## src/tsc_params.svh

```systemverilog
`ifndef TSC_PARAMS_SVH
`define TSC_PARAMS_SVH

// ****************************************
// internal register offsets
// ****************************************
`define TSC_OFS_CFG1      8'h00
`define TSC_OFS_CFG3      8'h02
`define TSC_OFS_CFG4      8'h03
`define TSC_OFS_VER       8'h04
`define TSC_OFS_RT_FIRST  8'h80
`define TSC_OFS_RT_LAST   8'h9F

// ****************************************
// field positions and widths
// ****************************************
`define TSC_C1_BUSSEL     4
`define TSC_C1_TYPE0      6
`define TSC_C1_TYPE1      7
`define TSC_C3_LSAMPLE    1
`define TSC_C3_EXPDRV     2
`define TSC_C3_SODRV      3
`define TSC_C3_LFRAME     4
`define TSC_C3_MSGSEL     5
`define TSC_C3_MUX_LO     6
`define TSC_C3_MUX_HI     7
`define TSC_C4_CF         0
`define TSC_C4_FS         1
`define TSC_C4_CFCLR_N    2
`define TSC_C4_FSCLR_N    3
`define TSC_C4_CFPOL      4
`define TSC_C4_MASK_N     5
`define TSC_C4_IPOL       6
`define TSC_C4_IDRV       7
`define TSC_RT_TS_W       7
`define TSC_RT_ST_W       4

// ****************************************
// reset values and codes
// ****************************************
`define TSC_CFG_RST       8'h00
`define TSC_PTR_RST       8'h00
`define TSC_MUX_LEFT      2'h0
`define TSC_MUX_SLOT      2'h1

`endif

```

## src/tsc_pkg.sv

```systemverilog
package tsc_pkg;

    // host port register select
    typedef enum logic [1:0]
    {
        TSC_SEL_PTR  = 2'b00,
        TSC_SEL_LOW  = 2'b01,
        TSC_SEL_HIGH = 2'b10,
        TSC_SEL_NONE = 2'b11
    } tsc_sel_e;

    typedef logic [7:0] tsc_byte_t;

endpackage : tsc_pkg

```

## src/tsc_regs.sv

```systemverilog
`timescale 1ns/1ps
`include "tsc_params.svh"

// Function
// (RULE_01) local sample point: mid or three quarters
// (RULE_02) late sample needs double-rate bus clock
// (RULE_03) expansion driver: tri-state or open collector
// (RULE_04) egress driver type; legacy non-switching always enabled
// (RULE_05) inverted-sync framing swaps ingress timing inputs
// (RULE_06) inverted framing needs fast enough clock
// (RULE_07) message transmit: transparent or latched buffer
// (RULE_08) controller changes data on matching edge
// (RULE_09) mux field picks egress data source
// (RULE_10) clock-failure status reads latch, shared only
// (RULE_11) frame-sync status cleared in non-switching mode
// (RULE_12) clock-failure clear bit clears, disables interrupt
// (RULE_13) frame-sync clear bit clears, disables interrupt
// (RULE_14) polarity picks level setting clock-failure latch
// (RULE_15) change polarity only while interrupt disabled
// (RULE_16) interrupt is masked OR of latches
// (RULE_17) interrupt polarity bit selects active level
// (RULE_18) interrupt driver: open collector or totem-pole
// (RULE_19) read-only version and revision register
// (RULE_20) routing memory at 80H through 9FH
// (RULE_21) entry holds slot number and stream number
// (RULE_22) reset clears all routing entries
// (RULE_23) bus select bit: shared or legacy mode
// (RULE_24) legacy module type field encoding
module tsc_regs
    import tsc_pkg::*;
#(
    parameter logic [7:0] VERSION_ID = 8'hA5 // arbitrary value
) (
    input  wire logic       mclk,
    input  wire logic       rst,
    input  wire logic [1:0] host_sel,
    input  wire logic [7:0] host_wdata,
    input  wire logic       host_wr,
    input  wire logic       host_rd,
    output logic      [7:0] host_rdata,
    input  wire logic       clock_failure_line,
    input  wire logic       frame_sync_event,
    input  wire logic       bus_bit_clock,
    input  wire logic       double_rate_bus_clock_n,
    input  wire logic       ingress_data,
    input  wire logic       ingress_clock,
    input  wire logic       ingress_frame_sync,
    input  wire logic       ingress_multiframe_sync,
    input  wire logic       alt_ingress_clock_n,
    input  wire logic       alt_frame_pulse_n,
    input  wire logic       alt_multiframe_pulse_n,
    input  wire logic       left_transmit_stream,
    input  wire logic       left_slot_enable_n,
    input  wire logic       alt_transmit_stream,
    input  wire logic       egress_clock,
    input  wire logic       egress_slot_active,
    input  wire logic       msg_tx_data,
    output logic            sample_valid,
    output logic            sample_bit,
    output logic            local_in_clock,
    output logic            local_in_frame,
    output logic            local_in_mframe,
    output logic            exp_open_collector,
    output logic            egress_data_out,
    output logic            egress_data_oe,
    output logic            message_channel_line_out,
    output logic            message_channel_line_oe,
    output logic            int_out,
    output logic            int_oe
);

    // ****************************************
    // pin synchronisers
    // ****************************************
    localparam int NS = 17;

    logic [NS-1:0] s1;
    logic [NS-1:0] s2;
    wire  [NS-1:0] pins = {msg_tx_data, egress_slot_active, egress_clock,
                           alt_transmit_stream, left_slot_enable_n,
                           left_transmit_stream, alt_multiframe_pulse_n,
                           alt_frame_pulse_n, alt_ingress_clock_n,
                           ingress_multiframe_sync, ingress_frame_sync,
                           ingress_clock, ingress_data,
                           double_rate_bus_clock_n, bus_bit_clock,
                           frame_sync_event, clock_failure_line};

    always_ff @(posedge mclk or posedge rst)
    begin
        if (rst)
        begin
            s1 <= '0;
            s2 <= '0;
        end
        else
        begin
            s1 <= pins;
            s2 <= s1;
        end
    end

    wire cf_line  = s2[0];
    wire fs_line  = s2[1];
    wire bclk     = s2[2];
    wire dclk     = s2[3];
    wire in_data  = s2[4];
    wire in_clk   = s2[5];
    wire in_fs    = s2[6];
    wire in_ms    = s2[7];
    wire alt_clk  = s2[8];
    wire alt_fs   = s2[9];
    wire alt_ms   = s2[10];
    wire l_stream = s2[11];
    wire l_en_n   = s2[12];
    wire a_stream = s2[13];
    wire eclk     = s2[14];
    wire eg_act   = s2[15];
    wire msg_in   = s2[16];

    // ****************************************
    // host registers
    // ****************************************
    logic [7:0] ptr;
    logic [7:0] cfg1;
    logic [7:0] cfg3;
    logic [7:0] cfg4;
    logic [6:0] low_hold;
    logic       cf_latch;
    logic       fs_latch;

    wire legacy   = cfg1[`TSC_C1_BUSSEL];   // see RULE_23
    wire net_mod  = cfg1[`TSC_C1_TYPE0];    // see RULE_24
    wire sw_mod   = cfg1[`TSC_C1_TYPE1];
    wire cf_clr_n = cfg4[`TSC_C4_CFCLR_N];
    wire fs_clr_n = cfg4[`TSC_C4_FSCLR_N];
    wire mask_n   = cfg4[`TSC_C4_MASK_N];
    wire ipol     = cfg4[`TSC_C4_IPOL];
    wire idrv     = cfg4[`TSC_C4_IDRV];

    wire wr_ptr   = host_wr && (host_sel == TSC_SEL_PTR);
    wire wr_low   = host_wr && (host_sel == TSC_SEL_LOW);
    wire wr_high  = host_wr && (host_sel == TSC_SEL_HIGH);
    wire in_route = (ptr >= `TSC_OFS_RT_FIRST) && (ptr <= `TSC_OFS_RT_LAST); // see RULE_20

    always_ff @(posedge mclk or posedge rst)
    begin
        if (rst)
        begin
            ptr      <= `TSC_PTR_RST;
            cfg1     <= `TSC_CFG_RST;
            cfg3     <= `TSC_CFG_RST;
            cfg4     <= `TSC_CFG_RST;
            low_hold <= '0;
        end
        else
        begin
            if (wr_ptr)
            begin
                ptr <= host_wdata;
            end
            if (wr_low)
            begin
                low_hold <= host_wdata[6:0];
            end
            if (wr_low && ptr == `TSC_OFS_CFG1)
            begin
                cfg1 <= host_wdata & 8'hD0;
            end
            if (wr_low && ptr == `TSC_OFS_CFG3)
            begin
                cfg3 <= host_wdata;
            end
            // latch status bits are read-only, never stored
            if (wr_low && ptr == `TSC_OFS_CFG4)
            begin
                cfg4 <= host_wdata & 8'hFC;
            end
        end
    end

    // ****************************************
    // routing memory
    // ****************************************
    logic [10:0] rt_q;

    // entry is committed by the high byte write, low byte held from before
    tsc_route_mem #(
        .AW (5),
        .DW (11)
    ) u_route (
        .clk   (mclk),
        .rst   (rst),
        .we    (wr_high && in_route),
        .waddr (ptr[4:0]),
        .wdata ({host_wdata[`TSC_RT_ST_W-1:0], low_hold}), // see RULE_21
        .raddr (ptr[4:0]),
        .rdata (rt_q)
    );

    // ****************************************
    // latches and interrupt
    // ****************************************
    logic fs_d;

    wire cf_set     = cf_clr_n && (cf_line == cfg4[`TSC_C4_CFPOL]); // see RULE_14
    wire fs_set     = fs_clr_n && fs_line && !fs_d;
    wire irq_active = mask_n && (cf_latch || fs_latch);           // see RULE_16
    wire int_level  = ipol ? irq_active : !irq_active;            // see RULE_17

    always_ff @(posedge mclk or posedge rst)
    begin
        if (rst)
        begin
            cf_latch <= 1'b0;
            fs_latch <= 1'b0;
            fs_d     <= 1'b0;
            int_out  <= 1'b0;
            int_oe   <= 1'b0;
        end
        else
        begin
            fs_d     <= fs_line;
            cf_latch <= cf_clr_n && (cf_latch || cf_set); // see RULE_12
            fs_latch <= fs_clr_n && (fs_latch || fs_set); // see RULE_13
            // open collector only pulls low; totem drives both levels
            int_out  <= idrv && int_level;                // see RULE_18
            int_oe   <= idrv || !int_level;
        end
    end

    // ****************************************
    // host read path
    // ****************************************
    wire cf_rd = !legacy && cf_latch;                     // see RULE_10
    wire fs_rd = (!legacy || sw_mod) && fs_latch;         // see RULE_11

    logic [7:0] rd_low;

    always_comb
    begin
        case (ptr)
            `TSC_OFS_CFG1: rd_low = cfg1;
            `TSC_OFS_CFG3: rd_low = cfg3;
            `TSC_OFS_CFG4: rd_low = {cfg4[7:2], fs_rd, cf_rd};
            `TSC_OFS_VER:  rd_low = VERSION_ID;           // see RULE_19
            default:       rd_low = in_route ? {1'b0, rt_q[6:0]} : 8'h00;
        endcase
    end

    wire [7:0] rd_high = in_route ? {4'h0, rt_q[10:7]} : 8'h00;
    wire [7:0] rd_mux  = (host_sel == TSC_SEL_PTR)  ? ptr :
                         (host_sel == TSC_SEL_LOW)  ? rd_low :
                         (host_sel == TSC_SEL_HIGH) ? rd_high : 8'h00;

    always_ff @(posedge mclk or posedge rst)
    begin
        if (rst)
        begin
            host_rdata <= 8'h00;
        end
        else if (host_rd)
        begin
            host_rdata <= rd_mux;
        end
    end

    // ****************************************
    // local bus sampling and framing
    // ****************************************
    logic bclk_d;
    logic dclk_d;
    logic late_arm;

    wire sample_late = !legacy && cfg3[`TSC_C3_LSAMPLE]; // see RULE_01
    wire bus_fall    = bclk_d && !bclk;
    // late point waits for the double-rate clock; absent, no sample occurs
    wire dclk_rise   = !dclk_d && dclk;                  // see RULE_02
    wire strobe      = (bus_fall && !sample_late) || (late_arm && dclk_rise);
    wire inv_frame   = !legacy && cfg3[`TSC_C3_LFRAME];  // see RULE_05

    always_ff @(posedge mclk or posedge rst)
    begin
        if (rst)
        begin
            bclk_d          <= 1'b0;
            dclk_d          <= 1'b0;
            late_arm        <= 1'b0;
            sample_valid    <= 1'b0;
            sample_bit      <= 1'b0;
            local_in_clock  <= 1'b0;
            local_in_frame  <= 1'b0;
            local_in_mframe <= 1'b0;
        end
        else
        begin
            bclk_d          <= bclk;
            dclk_d          <= dclk;
            late_arm        <= sample_late && (bus_fall || (late_arm && !dclk_rise));
            sample_valid    <= strobe;
            sample_bit      <= strobe ? in_data : sample_bit;
            local_in_clock  <= inv_frame ? !alt_clk : in_clk;
            local_in_frame  <= inv_frame ? !alt_fs : in_fs;
            local_in_mframe <= inv_frame ? !alt_ms : in_ms;
        end
    end

    // ****************************************
    // egress stream and message channel
    // ****************************************
    logic eclk_d;
    logic msg_hold;

    wire [1:0] mux_sel = cfg3[`TSC_C3_MUX_HI:`TSC_C3_MUX_LO];
    wire use_slot  = legacy && net_mod && (mux_sel == `TSC_MUX_SLOT); // see RULE_09
    wire eg_src    = (use_slot && !l_en_n) ? a_stream : l_stream;
    wire eg_always = legacy && !sw_mod;                               // see RULE_04
    wire so_oc     = cfg3[`TSC_C3_SODRV];
    wire next_eg_oe  = eg_always || (eg_act && (!so_oc || !eg_src));
    wire next_eg_out = (eg_always || !so_oc) && eg_src;
    wire msg_bit   = cfg3[`TSC_C3_MSGSEL] ? msg_hold : msg_in;        // see RULE_07

    always_ff @(posedge mclk or posedge rst)
    begin
        if (rst)
        begin
            eclk_d                   <= 1'b0;
            msg_hold                 <= 1'b0;
            egress_data_out          <= 1'b0;
            egress_data_oe           <= 1'b0;
            exp_open_collector       <= 1'b0;
            message_channel_line_out <= 1'b0;
            message_channel_line_oe  <= 1'b0;
        end
        else
        begin
            eclk_d <= eclk;
            // latched mode takes data at the egress clock rise, clear of the fall launch
            if (!eclk_d && eclk)
            begin
                msg_hold <= msg_in;                                    // see RULE_08
            end
            egress_data_out          <= next_eg_out;
            egress_data_oe           <= next_eg_oe;
            exp_open_collector       <= legacy || cfg3[`TSC_C3_EXPDRV]; // see RULE_03
            message_channel_line_out <= 1'b0;
            message_channel_line_oe  <= !legacy && !msg_bit;
        end
    end
endmodule : tsc_regs

```

## src/tsc_route_mem.sv

```systemverilog
`timescale 1ns/1ps

module tsc_route_mem #(
    parameter int AW = 5,
    parameter int DW = 11
) (
    input  wire logic          clk,
    input  wire logic          rst,
    input  wire logic          we,
    input  wire logic [AW-1:0] waddr,
    input  wire logic [DW-1:0] wdata,
    input  wire logic [AW-1:0] raddr,
    output logic      [DW-1:0] rdata
);

    logic [DW-1:0] mem [2**AW];

    // every entry clears at reset, so no stale route survives a restart
    always_ff @(posedge clk or posedge rst)
    begin
        if (rst)
        begin
            for (int i = 0; i < 2**AW; i++)
            begin
                mem[i] <= '0; // see RULE_22
            end
            rdata <= '0;
        end
        else
        begin
            if (we)
            begin
                mem[waddr] <= wdata;
            end
            rdata <= mem[raddr];
        end
    end

endmodule : tsc_route_mem
```

## config.mk

```make
export PLATFORM = sky130hd
export DESIGN_NAME = tsc_regs
export DESIGN_NICKNAME = d
export VERILOG_FILES = /design/src/tsc_pkg.sv /design/src/tsc_regs.sv /design/src/tsc_route_mem.sv
export VERILOG_INCLUDE_DIRS = /design/src
export SDC_FILE = /design/constraint.sdc
export NUM_CORES = 1
export LEC_CHECK = 0
export BUFFER_PORTS_ARGS = -buffer_cell sky130_fd_sc_hd__buf_2
export CAP_MARGIN = 20
export CORE_MARGIN = 4
export CORE_UTILIZATION = 55
export CTS_CLUSTER_DIAMETER = 80
export CTS_CLUSTER_SIZE = 20
export DETAILED_ROUTE_END_ITERATION = 12
export GPL_ROUTABILITY_DRIVEN = 0
export GPL_TIMING_DRIVEN = 1
export MAX_ROUTING_LAYER = met4
export PLACE_DENSITY = 0.78
export SETUP_SLACK_MARGIN = 0.4
export SKIP_LAST_GASP = 1
export SYNTH_ARGS = -nofsm -noshare
export SYNTH_HDL_FRONTEND = slang
export SYNTH_SLANG_ARGS = --single-unit
```

## constraint.sdc

```tcl
create_clock -name mclk -period 40.6 [get_ports mclk]
set_input_delay 10.15 -clock mclk [delete_from_list [all_inputs] [get_ports mclk]]
set_output_delay 10.15 -clock mclk [all_outputs]
set_load 0.05 [all_outputs]
```

## Word-level counts from Yosys, hierarchy flattened

Index checks and enable logic that the tools add are counted.

- Register bits after elaboration: 456
- Bits of input ports: 31
- Output and inout bits: 20
- Logic and storage cells: 154

- Order comparisons: 4
- Equal/unequal tests: 7
- Multiplexer cells: 18
- Bitwise logic cells: 1
- Reduce and logical (&&, ||, !) cells: 64

Operator list:

| operator | count |
|---|---|
| bitwise mux 352 bit | 1 |
| binary-select mux 11 bit (select 5 bit) | 1 |
| demux 11 bit (select 5 bit) | 1 |
| logical AND 1 bit | 34 |
| two-way mux 11 bit | 3 |
| case mux 8 bit (4 select lines) | 1 |
| logical NOT 1 bit | 17 |
| equality test 8 x 2 -> 1 bit, second input constant | 2 |
| two-way mux 8 bit | 2 |
| logical OR 1 bit | 11 |
| equality test 8 x 3 -> 1 bit, second input constant | 1 |
| >= comparator 8 bit, second input constant | 1 |
| <= comparator 8 bit, second input constant | 1 |
| logical NOT 8 bit | 1 |
| two-way mux 4 bit | 2 |
| two-way mux 7 bit | 1 |
| >= comparator 6 bit, second input constant | 1 |
| < comparator 6 x 1 -> 1 bit, second input constant | 1 |
| two-way mux 1 bit | 6 |
| inverter 5 -> 6 bit | 1 |
| equality test 2 x 1 -> 1 bit, second input constant | 2 |
| equality test 2 bit, second input constant | 1 |
| logical NOT 2 bit | 1 |
| equality test 1 bit | 1 |

## Logic depth before layout (Yosys ltp)

- Depth in word-level cells: 8
- Mapped depth: 7
- Gate-level depth less buffers: 4

## Modules after synthesis

Synthesis repeated with hierarchy kept, for this count alone.

- Cell total of the unflattened synthesis: 1491
- Area, all modules: 20672.3 sq um

By module, submodules not included:

| module | times used | cells each | area each (sq um) |
|---|---|---|---|
| tsc_route_mem | 1 | 1222 | 17092.6 |
| tsc_regs | 1 | 269 | 3579.7 |

## Worst setup path before layout

OpenSTA, ideal clock, no wires.

- Path kind: input to register
- Start: in host_sel[0]
- End: reg u_route.mem[21] (netlist name)
- Data arrival time: 11.307 ns
- Data required time: 40.475 ns
- Path slack: 29.168 ns
- Stages: 5
- Cell sequence: and3b_1 > nand3_1 > nor2_1 > buf_4 > mux2_2

- Cells in the longest elaborated chain, start to end: 3

Ends and longest elaborated chain:

| item | line | RTL |
|---|---|---|
| from (decl) | tsc_regs.sv:36 | `input wire logic [1:0] host_sel,` |
| equality test 2 bit | tsc_regs.sv:142 | `wire wr_high = host_wr && (host_sel == TSC_SEL_HIGH);` |
| logical AND 1 bit | tsc_regs.sv:142 |  |
| logical AND 1 bit | tsc_regs.sv:193 | `.we (wr_high && in_route),` |
| to (signal, indexed assignment) | tsc_route_mem.sv:33 | `mem[waddr] <= wdata;` |
| to (decl) | tsc_route_mem.sv:16 | `logic [DW-1:0] mem [2**AW];` |

Every way passes these cells.
A chain may end at the register's enable or synchronous reset.

## Worst setup path in the final report

- Start: in host_sel[1]
- End: reg u_route.mem[149] (netlist name)

Same word-level chain as after synthesis.

==> results.md <==
- Status: finished, final reports clean
- Fin. max-slew vios: 0
- PwrDens: approximately 43 mW/mm²
- Switching power share of the total: between 20% and 30%
- Half-perimeter wire length after placement: between 30000 and 40000 µm
- Critical path class: in2reg
- Die ar.: ~0.040 mm²
- EDFF count, synth: 0
- Min Clock Period, post-route: about 12 ns
- P_int: between 0.6 and 0.7 mW
- Reg2reg end: u_route.mem[218]$_DFFE_PP0P_
- TritonCTS Sinks: around 460
- Residual DRC: 0
- Initial antenna violation count: 0
- Per-cell routed wire length: 24.5 µm
- # resized after CTS: 0
- Layout cell share with drive strength beyond 1: a little under two fifths
- CTS Hold Buffers Added: 0
- Register clock-pin slew on the reported worst setup and hold paths: 0.09 ns
- Postcts setup bufs: 0
- Hold crit path type: reg2reg
- Total global routing overflow: 0
- Area Overhead vs Synth: 6.93%
- Post-DRT Antenna Nets: 0
- Root Driver: clkbuf_16
- Maximum clock frequency: a little over 0.08 GHz
- Max incr delay on CP: between 1 and 1.5 ns
- CP Max Fanout: 14
- Setup-failing EPs final: 0
- Number of top-level pins: just over 50
- Setup slack at placement: 27.86 ns
- Count of different cell masters after synthesis: 51
- Port bufs: about 50
- Core ar.: around 0.036 mm²
- Slowest-stage cell, CP: nor2_1
- Sequential Power Share: a little over half
- Design Area, Final: roughly 0.021 mm²
- CTS tree: built
- Syn_nets: around 1500
- Slew headroom: 19.3%
- #FFs+latches synth: 456
- Reg-to-reg startpoint: ptr[1]$_DFFE_PP0P_
- Vias/cell: around 6.3
- Starting DRT DRC Count: 1071
- RSZ-0062 raised after global routing: no
- Fillers: roughly 2800
- Final worst slack: between 20 and 30 ns
- Worst setup path end: u_route.mem[149]$_DFFE_PP0P_
- Combinational power share: ~17%
- # diodes: 0
- First-pass detailed-route iteration total: 6
- Hold Path Depth: 0
- Final hold violation count: 0
- Post-synth top area share: between 50% and 60%
- TritonCTS Buffers: 27
- Htree depth: 1
- Period utilization: 29.9%
- Global-route wire length before repair: about 73000 µm
- Syn Area/Cell: roughly 14 µm²
- Largest net degree at the start of global routing: around 200
- Vias in the first global route: 12400
- Final core utilization: approximately 60%
- LEAKAGE: slightly above 10 nW
- R2R depth: 5
- Largest area contributor in the netlist: dfrtp_1
- Actual slew at the worst max-slew pin: about 1.2 ns
- Origin of the worst setup path: host_sel[1]
- Sequential area share after synthesis: a little under three fifths
- Max-cap viol count: 0
- Tot GR Track Use: around 24%
- Bufs on Longest Clock Path: 3
- Reg2Reg Setup Slack: approximately 36 ns
- Clock power frac: between 20% and 30%
- Clock Latency Late Sink: around 0.56 ns
- Die Span X: roughly 200 µm
- Fraction of registers with async set/reset: 100%
- Worst Path Required: 41.05 ns
- Routed via count: roughly 12000
- Setup TNS Final: 0 ns
- Starting Density: 56.1%
- Placed Area: just over 0.02 mm²
- Fin nets: approximately 1500
- Sw Pwr: about 0.26 mW
- Primary FF master, synth: dfrtp_1
- Post-Route WL: between 40000 and 50000 µm
- Clk_skew: between 0.015 and 0.02 ns
- Die H: ~200 µm
- Crit-path cells: buf_2, and3b_1, nand3_1, nor2_1, mux2_2
- Crit path DAT: ~13 ns
- Post-synthesis cell area: ~0.020 mm²
- Site row count: approximately 70
- Peak supply drop: 0.0315 mV
- Startpoint types: primary input
- Syn. warnings: 0
- Crit end category: flip-flop
- Cells after Synth: ~1400
- Area contributors post-synth: dfrtp_1 (57%), mux2_2 (22%), mux2i_1 (6.8%)
[worst min-delay path by stage]
stage	start	endpoint	slack, ns
after CTS	s1[6]$_DFF_PP0_	s2[6]$_DFF_PP0_	0.35
after global routing	s1[0]$_DFF_PP0_	s2[0]$_DFF_PP0_	0.36
final	s1[6]$_DFF_PP0_	s2[6]$_DFF_PP0_	0.34
after detailed placement	s1[6]$_DFF_PP0_	s2[6]$_DFF_PP0_	0.33
after floorplan	s1[0]$_DFF_PP0_	s2[0]$_DFF_PP0_	0.33
after global placement	s1[5]$_DFF_PP0_	s2[5]$_DFF_PP0_	0.33
[state kept, by name, summed over array words and instances (netlist names), 3 cells and up]
name,cells
cfg1,3
u_route.rdata,11
host_rdata,8
low_hold,7
ptr,8
u_route.mem,352
s1,17
cfg4,6
cfg3,8
s2,17
[critical path: cells and delay by family]
family        cells  cell delay, ns
mux               1            0.43
simple gates      3            1.79
buf+inv           1            0.22
[cells by family after synthesis]
family	Yosys count	synth area share [%]
flip-flops	456	56.9
multiplexers	543	30.9
XOR/XNOR	2	0.0874
AND/OR/NAND/NOR	176	4.51
buffers and inverters	122	3.01
AO/OA/AOI/OAI	128	4.56
other	1	0.0187
[power by group through the flow]
| stage | sequential (mW) | combinational (mW) | clock, mW |
|---|---|---|---|
| after global routing | 0.508 | 0.161 | 0.290 |
| after global placement | 0.519 | 0.135 | 0 |
| after CTS | 0.509 | 0.143 | 0.272 |
| after detailed placement | 0.518 | 0.142 | 0 |
| after floorplan | 0.505 | 0.103 | 0 |
| final | 0.505 | 0.152 | 0.266 |
[layout by cell type (no fill, tap or decap), types with 5 or more instances in the layout]
| cell type | n |
|---|---|
| dfrtp_1 | 453 |
| mux2_2 | 385 |
| mux2i_1 | 136 |
| a22oi_1 | 72 |
| buf_2 | 49 |
| nor2_1 | 48 |
| nand3_1 | 35 |
| clkbuf_16 | 27 |
| nand2_1 | 22 |
| mux4_2 | 22 |
| buf_4 | 22 |
| nand4_1 | 18 |
| o21ai_0 | 15 |
| nor2b_1 | 12 |
| a21oi_1 | 12 |
| nand2b_1 | 10 |
| and2_1 | 6 |
| o21a_1 | 5 |
| inv_1 | 5 |
| nor3_1 | 5 |
| buf_16 | 5 |
[synthesized netlist by cell type, drive strengths merged, types with 3 or more instances]
master,n
nor2,49
o2bb2ai,4
clkbuf,58
a31oi,4
dfrtp,456
nor2b,13
mux4,22
nor3,5
nand2b,10
buf,57
inv,6
nor4,3
mux2i,136
a22oi,72
and2,7
o21a,5
nand4,18
a21oi,12
nand2,23
nand3,35
mux2,385
a221oi,4
o21ai,15
[final cells by class]
class,instances,area [µm²],share of cell area [%]
repair buffers,83,643,3.00
multi-input cells,850,8040,37.5
clock inverters,3,27.5,0.128
flip-flops and latches,456,11400,53.3
inverters,7,33.8,0.158
clock buffers,31,701,3.27
well taps,461,577,2.69
[routing by layer]
layer | GRT usage [%] | wire length [µm]
met4 | 6.48 | 1460
met3 | 2.66 | 2300
met2 | 37.0 | 21800
met5 | - | 0
met1 | 35.2 | 20700
[metrics by stage]
stage	hold WS, ns	total power [mW]	cells
after floorplan	0.331	0.608	1428
after global placement	0.332	0.654	1839
after detailed placement	0.335	0.660	1847
after CTS	0.346	0.923	1881
after global routing	0.362	0.959	1891
final	0.337	0.923	1891
Note: power is estimated with default switching activity, not from simulation.
